File: src/rtl/pwm_cfg_pkg.sv
/*
 constants for the motor pwm configuration and fault block: register
 offsets, field positions, reset values and code tables.
 assumes a single 25 mhz bus clock and 8-bit register data.
*/
package pwm_cfg_pkg;
   localparam int DW = 8;
   localparam int AW = 3;
   localparam int NFLT = 4;
   localparam int NPAIR = 3;
   localparam int NPWM = 6;
   // register offsets (indices on the plain register port)
   localparam logic [AW-1:0] OFS_RATE = 3'h0;
   localparam logic [AW-1:0] OFS_DEAD = 3'h1;
   localparam logic [AW-1:0] OFS_DMAP = 3'h2;
   localparam logic [AW-1:0] OFS_FCTL = 3'h3;
   localparam logic [AW-1:0] OFS_FSTA = 3'h4;
   localparam logic [AW-1:0] OFS_FACK = 3'h5;
   localparam logic [AW-1:0] OFS_CTL1 = 3'h6;
   // rate/prescale/correction fields
   localparam int RATE_LSB = 6;
   localparam int SEL_LSB = 3;
   localparam int DIV_LSB = 0;
   // control register 1 fields
   localparam int GEN_BIT = 0;
   localparam int LOAD_BIT = 1;
   localparam int RFLAG_BIT = 4;
   localparam int ISEL_LSB = 5;
   localparam int CMPL_BIT = 7;
   // fault control: mode bit at 2i, irq enable at 2i+1
   // fault status: event at 2i+1, level at 2i
   localparam logic [DW-1:0] RST_BYTE = 8'h00;
   localparam logic [1:0] ISEL_SW_HI = 2'h1;
   localparam logic [3:0] CNT_ONE = 4'h1;
   // reload period in pwm cycles per reload-rate code
   localparam logic [3:0] RELOAD_PER [4] = '{4'h1, 4'h2, 4'h4, 4'h8};
   // prescaler terminal count per divider code
   localparam logic [2:0] DIV_LAST [4] = '{3'h0, 3'h1, 3'h3, 3'h7};
   typedef enum logic [1:0] {
      DT_IDLE = 2'b00,
      DT_WAIT = 2'b01,
      DT_DRIVE = 2'b10
   } dt_state_t;
endpackage

File: src/rtl/motor_pwm_config_and_fault.sv
/*
 configuration and fault-protection part of a six-channel motor pwm unit:
 buffered reload-rate, prescaler and correction settings, write-once
 dead-time and disable mapping, fault inputs with event flags, and the
 dead-time and disable stage in front of the pwm pins.
 assumes the external counter pulses cycle_start once per pwm cycle and
 advances only on pwm_tick; fault pins and raw pwm are synchronous-safe
 levels (fault pins are still synchronised here).
*/
// Added by the designer: the address map and strobed register access.
`timescale 1ns/10ps
// Operation
// - new reload rate used after current load cycle
// - reload every 1, 2, 4 or 8 cycles
// - prescaler switches at load with permit set
// - prescaler divides bus clock by 1/2/4/8
// - reads return buffered fields
// - software correction bits sampled each cycle start; code samples only with sensing select 0 or 1
// - correction bit 1 selects even value register
// - complementary dead time equals register count plus one cycle
// - dead time counts undivided clock cycles
// - dead time and mapping write once
// - mapping selects outputs forced off
// - per-input automatic or manual recovery mode
// - per-input interrupt enable gates request
// - fault always disables mapped outputs
// - event flag set within three cycles
// - event flag held until acknowledged
// - status shows synchronised fault pin level
// - load permit write-only, cleared after transfer
// - reload flag set every reload cycle
// - acknowledge reads zero, one clears flag
module motor_pwm_config_and_fault
   import pwm_cfg_pkg::*;
(
   input wire logic ref_clk, // bus clock
   input wire logic reset, // synchronous, active high
   input wire logic [pwm_cfg_pkg::AW-1:0] reg_addr, // register index
   input wire logic [pwm_cfg_pkg::DW-1:0] reg_wdata, // write data
   input wire logic reg_wr, // write strobe
   input wire logic reg_rd, // read strobe
   output logic [pwm_cfg_pkg::DW-1:0] reg_rdata, // read data, next cycle
   input wire logic cycle_start, // pulse: pwm cycle begins
   input wire logic [pwm_cfg_pkg::NPWM-1:0] pwm_raw, // generator outputs
   input wire logic bank_disable, // software bank disable level
   input wire logic [pwm_cfg_pkg::NFLT-1:0] fault_pin, // fault inputs
   output logic pwm_tick, // counter advance enable
   output logic reload_pulse, // pulse: reload cycle starts
   output logic load_strobe, // pulse: buffered values transfer
   output logic generator_on, // generator enable
   output logic [pwm_cfg_pkg::NPAIR-1:0] value_sel, // 1 = even value reg
   output logic [pwm_cfg_pkg::NPWM-1:0] pwm_out, // pins after dead time
   output logic fault_irq_req // fault interrupt request level
);
   import pwm_cfg_pkg::*;

   logic [1:0] reload_rate_sel_reg;
   logic [2:0] pair_value_sel_reg;
   logic [1:0] pwm_clock_divider_reg;
   logic [1:0] rate_act_reg;
   logic [1:0] div_act_reg;
   logic [DW-1:0] dead_time_count_reg;
   logic [DW-1:0] output_disable_mapping_reg;
   logic dead_written_reg;
   logic dmap_written_reg;
   logic [NFLT-1:0] fault_auto_recover_reg;
   logic [NFLT-1:0] fault_irq_en_reg;
   logic [NFLT-1:0] fault_event_reg;
   logic [NFLT-1:0] sync1_reg;
   logic [NFLT-1:0] sync2_reg;
   logic [NFLT-1:0] sync3_reg;
   logic [NFLT-1:0] fault_rise;
   logic [NFLT-1:0] ack_hit;
   logic [NFLT-1:0] fault_active;
   logic generator_on_reg;
   logic load_permit_reg;
   logic reload_flag_reg;
   logic rflag_armed_reg;
   logic [1:0] current_sense_sel_reg;
   logic complementary_reg;
   logic [2:0] presc_cnt_reg;
   logic [3:0] cyc_cnt_reg;
   logic reload_now;
   logic pwm_tick_reg;
   logic reload_pulse_reg;
   logic load_strobe_reg;
   logic [NPAIR-1:0] value_sel_reg;
   logic [NPWM-1:0] dt_out;
   logic [NPWM-1:0] pwm_out_reg;
   logic force_off;
   logic wr_rate;
   logic wr_ctl1;
   logic [DW-1:0] rdata_next;
   logic [DW-1:0] rdata_reg;
   logic [DW-1:0] fctl_view;
   logic [DW-1:0] fsta_view;

   assign wr_rate = reg_wr && (reg_addr == OFS_RATE);
   assign wr_ctl1 = reg_wr && (reg_addr == OFS_CTL1);

   // buffered settings; software should set these before enabling
   always_ff @(posedge ref_clk) begin
      if (reset) begin
         reload_rate_sel_reg <= 2'h0;
         pair_value_sel_reg <= 3'h0;
         pwm_clock_divider_reg <= 2'h0;
      end else if (wr_rate) begin
         reload_rate_sel_reg <= reg_wdata[RATE_LSB +: 2];
         pair_value_sel_reg <= reg_wdata[SEL_LSB +: 3];
         pwm_clock_divider_reg <= reg_wdata[DIV_LSB +: 2];
      end
   end

   // control register 1
   always_ff @(posedge ref_clk) begin
      if (reset) begin
         generator_on_reg <= 1'b0;
         current_sense_sel_reg <= 2'h0;
         complementary_reg <= 1'b0;
      end else if (wr_ctl1) begin
         generator_on_reg <= reg_wdata[GEN_BIT];
         current_sense_sel_reg <= reg_wdata[ISEL_LSB +: 2];
         complementary_reg <= reg_wdata[CMPL_BIT];
      end
   end

   // prescaler on the active divider code only
   always_ff @(posedge ref_clk) begin
      if (reset || !generator_on_reg) begin
         presc_cnt_reg <= 3'h0;
         pwm_tick_reg <= 1'b0;
      end else if (presc_cnt_reg >= DIV_LAST[div_act_reg]) begin
         presc_cnt_reg <= 3'h0;
         pwm_tick_reg <= 1'b1;
      end else begin
         presc_cnt_reg <= presc_cnt_reg + 3'h1;
         pwm_tick_reg <= 1'b0;
      end
   end

   // reload cycle counter: counts pwm cycles against the active rate
   assign reload_now = cycle_start && (cyc_cnt_reg >= RELOAD_PER[rate_act_reg]
                       - CNT_ONE);

   always_ff @(posedge ref_clk) begin
      if (reset || !generator_on_reg) begin
         cyc_cnt_reg <= 4'h0;
      end else if (reload_now) begin
         cyc_cnt_reg <= 4'h0;
      end else if (cycle_start) begin
         cyc_cnt_reg <= cyc_cnt_reg + CNT_ONE;
      end
   end

   // the rate only takes effect once the running load cycle ends
   always_ff @(posedge ref_clk) begin
      if (reset) begin
         rate_act_reg <= 2'h0;
      end else if (reload_now) begin
         rate_act_reg <= reload_rate_sel_reg;
      end
   end

   // prescaler waits for the permit and a reload boundary
   always_ff @(posedge ref_clk) begin
      if (reset) begin
         div_act_reg <= 2'h0;
      end else if (reload_now && load_permit_reg) begin
         div_act_reg <= pwm_clock_divider_reg;
      end
   end

   // load permit: transfer clears it, a write in that same cycle re-arms it
   always_ff @(posedge ref_clk) begin
      if (reset) begin
         load_permit_reg <= 1'b0;
      end else if (wr_ctl1 && reg_wdata[LOAD_BIT]) begin
         load_permit_reg <= 1'b1;
      end else if (reload_now) begin
         load_permit_reg <= 1'b0;
      end
   end

   always_ff @(posedge ref_clk) begin
      if (reset) begin
         reload_pulse_reg <= 1'b0;
         load_strobe_reg <= 1'b0;
      end else begin
         reload_pulse_reg <= reload_now;
         load_strobe_reg <= reload_now && load_permit_reg;
      end
   end

   // reload flag: cleared by reading it set then writing 0; a new
   // reload wins over the clear and disarms the sequence
   always_ff @(posedge ref_clk) begin
      if (reset) begin
         reload_flag_reg <= 1'b0;
         rflag_armed_reg <= 1'b0;
      end else if (reload_now) begin
         reload_flag_reg <= 1'b1;
         rflag_armed_reg <= 1'b0;
      end else if (wr_ctl1 && rflag_armed_reg && !reg_wdata[RFLAG_BIT]) begin
         reload_flag_reg <= 1'b0;
         rflag_armed_reg <= 1'b0;
      end else if (reg_rd && reg_addr == OFS_CTL1 && reload_flag_reg) begin
         rflag_armed_reg <= 1'b1;
      end
   end

   // software correction latched at each cycle start while sensing select is 0 or 1
   always_ff @(posedge ref_clk) begin
      if (reset) begin
         value_sel_reg <= 3'h0;
      end else if (cycle_start && current_sense_sel_reg <= ISEL_SW_HI) begin
         value_sel_reg <= pair_value_sel_reg;
      end
   end

   // write-once registers: only the first write after reset lands
   always_ff @(posedge ref_clk) begin
      if (reset) begin
         dead_time_count_reg <= RST_BYTE;
         dead_written_reg <= 1'b0;
      end else if (reg_wr && reg_addr == OFS_DEAD && !dead_written_reg) begin
         dead_time_count_reg <= reg_wdata;
         dead_written_reg <= 1'b1;
      end
   end

   always_ff @(posedge ref_clk) begin
      if (reset) begin
         output_disable_mapping_reg <= RST_BYTE;
         dmap_written_reg <= 1'b0;
      end else if (reg_wr && reg_addr == OFS_DMAP && !dmap_written_reg) begin
         output_disable_mapping_reg <= reg_wdata;
         dmap_written_reg <= 1'b1;
      end
   end

   // fault control: mode and interrupt enable per input
   always_ff @(posedge ref_clk) begin
      if (reset) begin
         fault_auto_recover_reg <= 4'h0;
         fault_irq_en_reg <= 4'h0;
      end else if (reg_wr && reg_addr == OFS_FCTL) begin
         for (int i = 0; i < NFLT; i++) begin
            fault_auto_recover_reg[i] <= reg_wdata[2*i];
            fault_irq_en_reg[i] <= reg_wdata[2*i+1];
         end
      end
   end

   // two-stage synchroniser; edge taken from the second stage
   always_ff @(posedge ref_clk) begin
      if (reset) begin
         sync1_reg <= 4'h0;
         sync2_reg <= 4'h0;
         sync3_reg <= 4'h0;
      end else begin
         sync1_reg <= fault_pin;
         sync2_reg <= sync1_reg;
         sync3_reg <= sync2_reg;
      end
   end

   assign fault_rise = sync2_reg & ~sync3_reg;
   assign ack_hit = (reg_wr && reg_addr == OFS_FACK) ? reg_wdata[NFLT-1:0] : 4'h0;

   // a rising edge in the acknowledge cycle keeps the flag set
   always_ff @(posedge ref_clk) begin
      if (reset) begin
         fault_event_reg <= 4'h0;
      end else begin
         fault_event_reg <= fault_rise | (fault_event_reg & ~ack_hit);
      end
   end

   // manual mode holds the disable until acknowledged, automatic
   // follows the synchronised pin level
   always_comb begin
      for (int i = 0; i < NFLT; i++) begin
         fault_active[i] = fault_auto_recover_reg[i] ? sync2_reg[i]
                           : (fault_event_reg[i] | sync2_reg[i]);
      end
   end

   assign force_off = (|fault_active) || bank_disable;
   assign fault_irq_req = |(fault_event_reg & fault_irq_en_reg);

   // dead-time stage per pair, counted on the undivided clock so the
   // prescaler never stretches it
   for (genvar p = 0; p < NPAIR; p++) begin : g_pair
      dt_state_t state_reg;
      logic [DW-1:0] cnt_reg;
      logic side_reg;
      always_ff @(posedge ref_clk) begin
         if (reset) begin
            state_reg <= DT_IDLE;
            cnt_reg <= RST_BYTE;
            side_reg <= 1'b0;
         end else begin
            unique case (state_reg)
               DT_IDLE: begin
                  side_reg <= pwm_raw[2*p];
                  cnt_reg <= dead_time_count_reg;
                  state_reg <= DT_WAIT;
               end
               DT_WAIT: begin
                  if (side_reg != pwm_raw[2*p]) begin
                     side_reg <= pwm_raw[2*p];
                     cnt_reg <= dead_time_count_reg;
                  end else if (cnt_reg == RST_BYTE) begin
                     state_reg <= DT_DRIVE;
                  end else begin
                     cnt_reg <= cnt_reg - 8'h01;
                  end
               end
               DT_DRIVE: begin
                  if (side_reg != pwm_raw[2*p]) begin
                     side_reg <= pwm_raw[2*p];
                     cnt_reg <= dead_time_count_reg;
                     state_reg <= DT_WAIT;
                  end
               end
               default: state_reg <= DT_IDLE;
            endcase
         end
      end
      always_comb begin
         if (complementary_reg) begin
            dt_out[2*p] = (state_reg == DT_DRIVE) && side_reg;
            dt_out[2*p+1] = (state_reg == DT_DRIVE) && !side_reg;
         end else begin
            dt_out[2*p] = pwm_raw[2*p];
            dt_out[2*p+1] = pwm_raw[2*p+1];
         end
      end
   end

   always_ff @(posedge ref_clk) begin
      if (reset) begin
         pwm_out_reg <= 6'h00;
      end else if (!generator_on_reg) begin
         pwm_out_reg <= 6'h00;
      end else if (force_off) begin
         pwm_out_reg <= dt_out & ~output_disable_mapping_reg[NPWM-1:0];
      end else begin
         pwm_out_reg <= dt_out;
      end
   end

   // register read views
   always_comb begin
      fctl_view = RST_BYTE;
      fsta_view = RST_BYTE;
      for (int i = 0; i < NFLT; i++) begin
         fctl_view[2*i] = fault_auto_recover_reg[i];
         fctl_view[2*i+1] = fault_irq_en_reg[i];
         fsta_view[2*i+1] = fault_event_reg[i];
         fsta_view[2*i] = sync2_reg[i];
      end
   end

   always_comb begin
      rdata_next = RST_BYTE;
      unique case (reg_addr)
         OFS_RATE: begin
            rdata_next[RATE_LSB +: 2] = reload_rate_sel_reg;
            rdata_next[SEL_LSB +: 3] = pair_value_sel_reg;
            rdata_next[DIV_LSB +: 2] = pwm_clock_divider_reg;
         end
         OFS_DEAD: rdata_next = dead_time_count_reg;
         OFS_DMAP: rdata_next = output_disable_mapping_reg;
         OFS_FCTL: rdata_next = fctl_view;
         OFS_FSTA: rdata_next = fsta_view;
         OFS_CTL1: begin
            rdata_next[GEN_BIT] = generator_on_reg;
            rdata_next[RFLAG_BIT] = reload_flag_reg;
            rdata_next[ISEL_LSB +: 2] = current_sense_sel_reg;
            rdata_next[CMPL_BIT] = complementary_reg;
         end
         default: rdata_next = RST_BYTE; // acknowledge reads zero
      endcase
   end

   always_ff @(posedge ref_clk) begin
      if (reset) begin
         rdata_reg <= RST_BYTE;
      end else if (reg_rd) begin
         rdata_reg <= rdata_next;
      end else begin
         rdata_reg <= RST_BYTE;
      end
   end

   assign reg_rdata = rdata_reg;
   assign pwm_tick = pwm_tick_reg;
   assign reload_pulse = reload_pulse_reg;
   assign load_strobe = load_strobe_reg;
   assign generator_on = generator_on_reg;
   assign value_sel = value_sel_reg;
   assign pwm_out = pwm_out_reg;
endmodule

File: config.mk
export PLATFORM = sky130hd
export DESIGN_NAME = motor_pwm_config_and_fault
export DESIGN_NICKNAME = d
export VERILOG_FILES = /design/src/rtl/pwm_cfg_pkg.sv /design/src/rtl/motor_pwm_config_and_fault.sv
export SDC_FILE = /design/constraint.sdc
export NUM_CORES = 1
export LEC_CHECK = 0
export ABC_AREA = 0
export BUFFER_PORTS_ARGS = -buffer_cell sky130_fd_sc_hd__buf_4
export CORE_MARGIN = 2
export CORE_UTILIZATION = 55
export CTS_CLUSTER_DIAMETER = 50
export CTS_CLUSTER_SIZE = 30
export DETAILED_ROUTE_END_ITERATION = 7
export PLACE_DENSITY = 0.74
export SYNTH_ARGS = -nofsm -noshare
export SYNTH_HDL_FRONTEND = slang
export SYNTH_SLANG_ARGS = --single-unit
File: constraint.sdc
create_clock -name ref_clk -period 4.1 [get_ports ref_clk]
set_input_delay 0.41 -clock ref_clk [delete_from_list [all_inputs] [get_ports ref_clk]]
set_output_delay 0.41 -clock ref_clk [all_outputs]
set_load 0.01 [all_outputs]
==> impl_results.md <==
- Syn. warnings: 0
- #FFs+latches synth: 120
- DRC viols: 0
- Cells after DPL: 857
- Main synth FF type: dfxtp_1
- Largest cells by area after synthesis: dfxtp_1, mux2i_1, ha_1
- Max FFs per register: 24
- Critical Path Start: g_pair[1].state_reg[1]
- Setup TNS: 0 ns
- Post-DR vias/cell: 6.17
- Worst slew margin: 32.6%
- Worst clock skew: 0.00757 ns
- Final Hold Fails: 0
- Achievable Freq: 467 MHz
- Post-cts resize count: 0
- Site Rows: 38
- Register area share after synthesis: 39.0%
- Largest net degree at the start of global routing: 52
- Tcrit/Tclk final: 52.2%
- 1st-iter DRT viols: 438
- Worst VDD drop: 0.325 mV
- Final nets: 789
- H-Tree Depth: 4
- Hold WC Path Type: primary input to flip-flop
- Number of I/O pins: 49
- RSZ-0062 raised after global routing: no
- Chip width: 110 um
- R2r startpoint: g_pair[1].state_reg[1]
- Post-synth EDFFs: 0
- Minimum clock period: 2.14 ns
- Placer Congestion: 0.936
- Antenna violations before repair: 0
- Pwr Density: 545 nW/um^2
- Status: completed
- Syn nets: 753
- Area delta synth->final: 15.4%
- Net load switching power: 0.00132 W
- Total grt overflow: 0
- Hold_sp: fault_pin[0]
- Count leader, synth: dfxtp_1
- Clk network pwr share: 35.9%
- CP Class: flip-flop to flip-flop
- Drt pass-1 iters: 5
- Cell taking the most area after synthesis: dfxtp_1
- CTS Root Cell: clkbuf_8
- Die footprint: 12100 um^2
- Hold_buf cts: 0
- Final setup fails: 0
- Dpl ws: 1.95 ns
- CTS max path bufs: 2
- Antenna Nets Post-Route: 0
- Post-synth top cells: dfxtp_1, nand2_1, nor2_1
- Synth Area per Inst: 8.79 um^2
- Mapped Area: 6150 um^2
- WL/cell: 18.1 um
- Worst Setup End Kind: flip-flop
- Slew @ Worst Pin: 1.00 ns
- Post-synth cell types: 79
- Die Ht: 110 um
- CTS clk-pin slew, worst paths: 0.06 ns
- Sw Ratio: 34.1%
- Port-buffer cells: 48
- Worst path cell trace: inv_1 -> ha_1 -> inv_1 -> nor2_1 -> mux2i_1 -> o32ai_1
- Core ar.: 10900 um^2
- Cells after Synth: 700
- Share of cells above drive strength 1: 14.7%
- Fraction of registers with async set/reset: 0%
- Max-slew violations: 0
- Via count: 5487
- Arr. time, crit path: 2.58 ns
- Final wirelength: 16100 um
- Cell Int Power: 0.00255 W
- Setup ws final: 1.96 ns
- Initial Utilization: 56.5%
- CP Max Fanout: 13
- Clock Sinks: 120
- HPWL after DPL: 11400 um
- Comb pwr share: 28.9%
- Flop pwr share: 35.1%
- Final Power: 0.00387 W
- Top cell type's share of synthesized area: 39.0%
- Crit-path slowest cell: nor2_1
- Vias in the first global route: 5202
- First-pass GRT wire length: 26000 um
- Num CTS Buffers: 17
- N_diodes: 0
- Lkg Pwr: 2.76 nW
- Slowest stage delay, CP: 0.56 ns
- Setup bufs post-CTS: 0
- Max-Cap Viols: 0
- Worst EP required: 4.54 ns
- Non-filler cells in the finished layout: 889
- GRT Overall Usage: 28.1%
- CP startpoint kind: flip-flop
- Clock latency at the later pin of the worst-skew pair: 0.53 ns
- Most common cell on crit path: inv_1
- CTS tree: built
## final timing paths
kind | endpoint | slack [ns] | cells after the start
worst max-delay path | g_pair[1].cnt_reg[3] | 1.96 | 6
worst min-delay path | sync1_reg[0] | 0.09 | 2
worst max register to register | g_pair[1].cnt_reg[3] | 1.96 | 6
worst min register to register | sync2_reg[0] | 0.44 | 1
## critical path, delay by kind of cell (launching register included)
| family | cells | cell delay (ns) |
|---|---|---|
| buffers and inverters | 2 | 0.31 |
| and+or+nand+nor | 1 | 0.56 |
| adders and majority gates | 1 | 0.45 |
| muxes | 1 | 0.17 |
| AOI/OAI and AO/OA | 1 | 0.24 |
| DFF | 1 | 0.32 |
## logic make-up (layout without fill, tap and decap cells)
group                      Yosys count  in the layout  synth area share (%)
and+or+nand+nor                    242            242                  20.5
AOI/OAI and AO/OA                  185            185                  20.1
DFF                                120            120                  39.0
buffers and inverters               69            118                  4.74
muxes                               47             47                  8.62
adders and majority gates           26             26                  5.29
xor gates and xnor gates            10             10                  1.67
other                                1              1                0.0609
## layout make-up
type,instances,area [um^2]
Sequential cell,120,2400
Inverter,36,135
Clock inverter,13,130
Multi-Input combinational cell,511,3460
Tap cell,140,175
Fill cell,888,3790
Timing Repair Buffer,50,375
Clock buffer,19,422
## through the flow
step / utilization, % / hold slack [ns] / instance area [um^2]
after global routing: 65.2 / 0.0903 / 7100
after detailed placement: 60.1 / 0.427 / 6550
final: 65.2 / 0.0871 / 7100
after CTS: 65.2 / 0.0726 / 7100
after global placement: 60.1 / 0.419 / 6550
after floorplan: - / 0.414 / 6150
## layout by cell type, fill, tap and decap left out, types with 7 or more instances in the layout
master     Yosys  layout
a21boi_0       9       9
a21oi_1       51      51
a221oi_1       8       8
buf_4          0      50
clkbuf_16      0      16
dfxtp_1      120     120
ha_1          26      26
inv_1         35      35
mux2_2         7       7
mux2i_1       35      35
nand2_1       63      63
nand3_1       12      12
nand4_1       11      11
nor2_1        62      62
nor2b_1       26      26
nor3_1        19      19
o211ai_1       8       8
o21ai_0       35      35
o32ai_1        7       7
## routing by layer
| layer | vias to the layer above | global-route usage (%) | share of wire [%] |
|---|---|---|---|
| li1 | 2624 | - | - |
| met1 | 2583 | 36.1 | 43 |
| met2 | 237 | 45.1 | 47 |
| met3 | 43 | 6.46 | 7.0 |
| met4 | 0 | 12.6 | 2.8 |
| met5 | - | 0 | 0 |
## power groups by stage
stage	combinational, W	sequential [W]	clock [W]
2_1_floorplan	0.000868	0.00135	0
5_1_grt	0.00123	0.00137	0.00145
3_3_place_gp	0.00107	0.00137	0
6_report	0.00112	0.00136	0.00139
3_5_place_dp	0.00109	0.00138	0
4_1_cts	0.00110	0.00136	0.00140
Power figures use the tool's default switching activity.
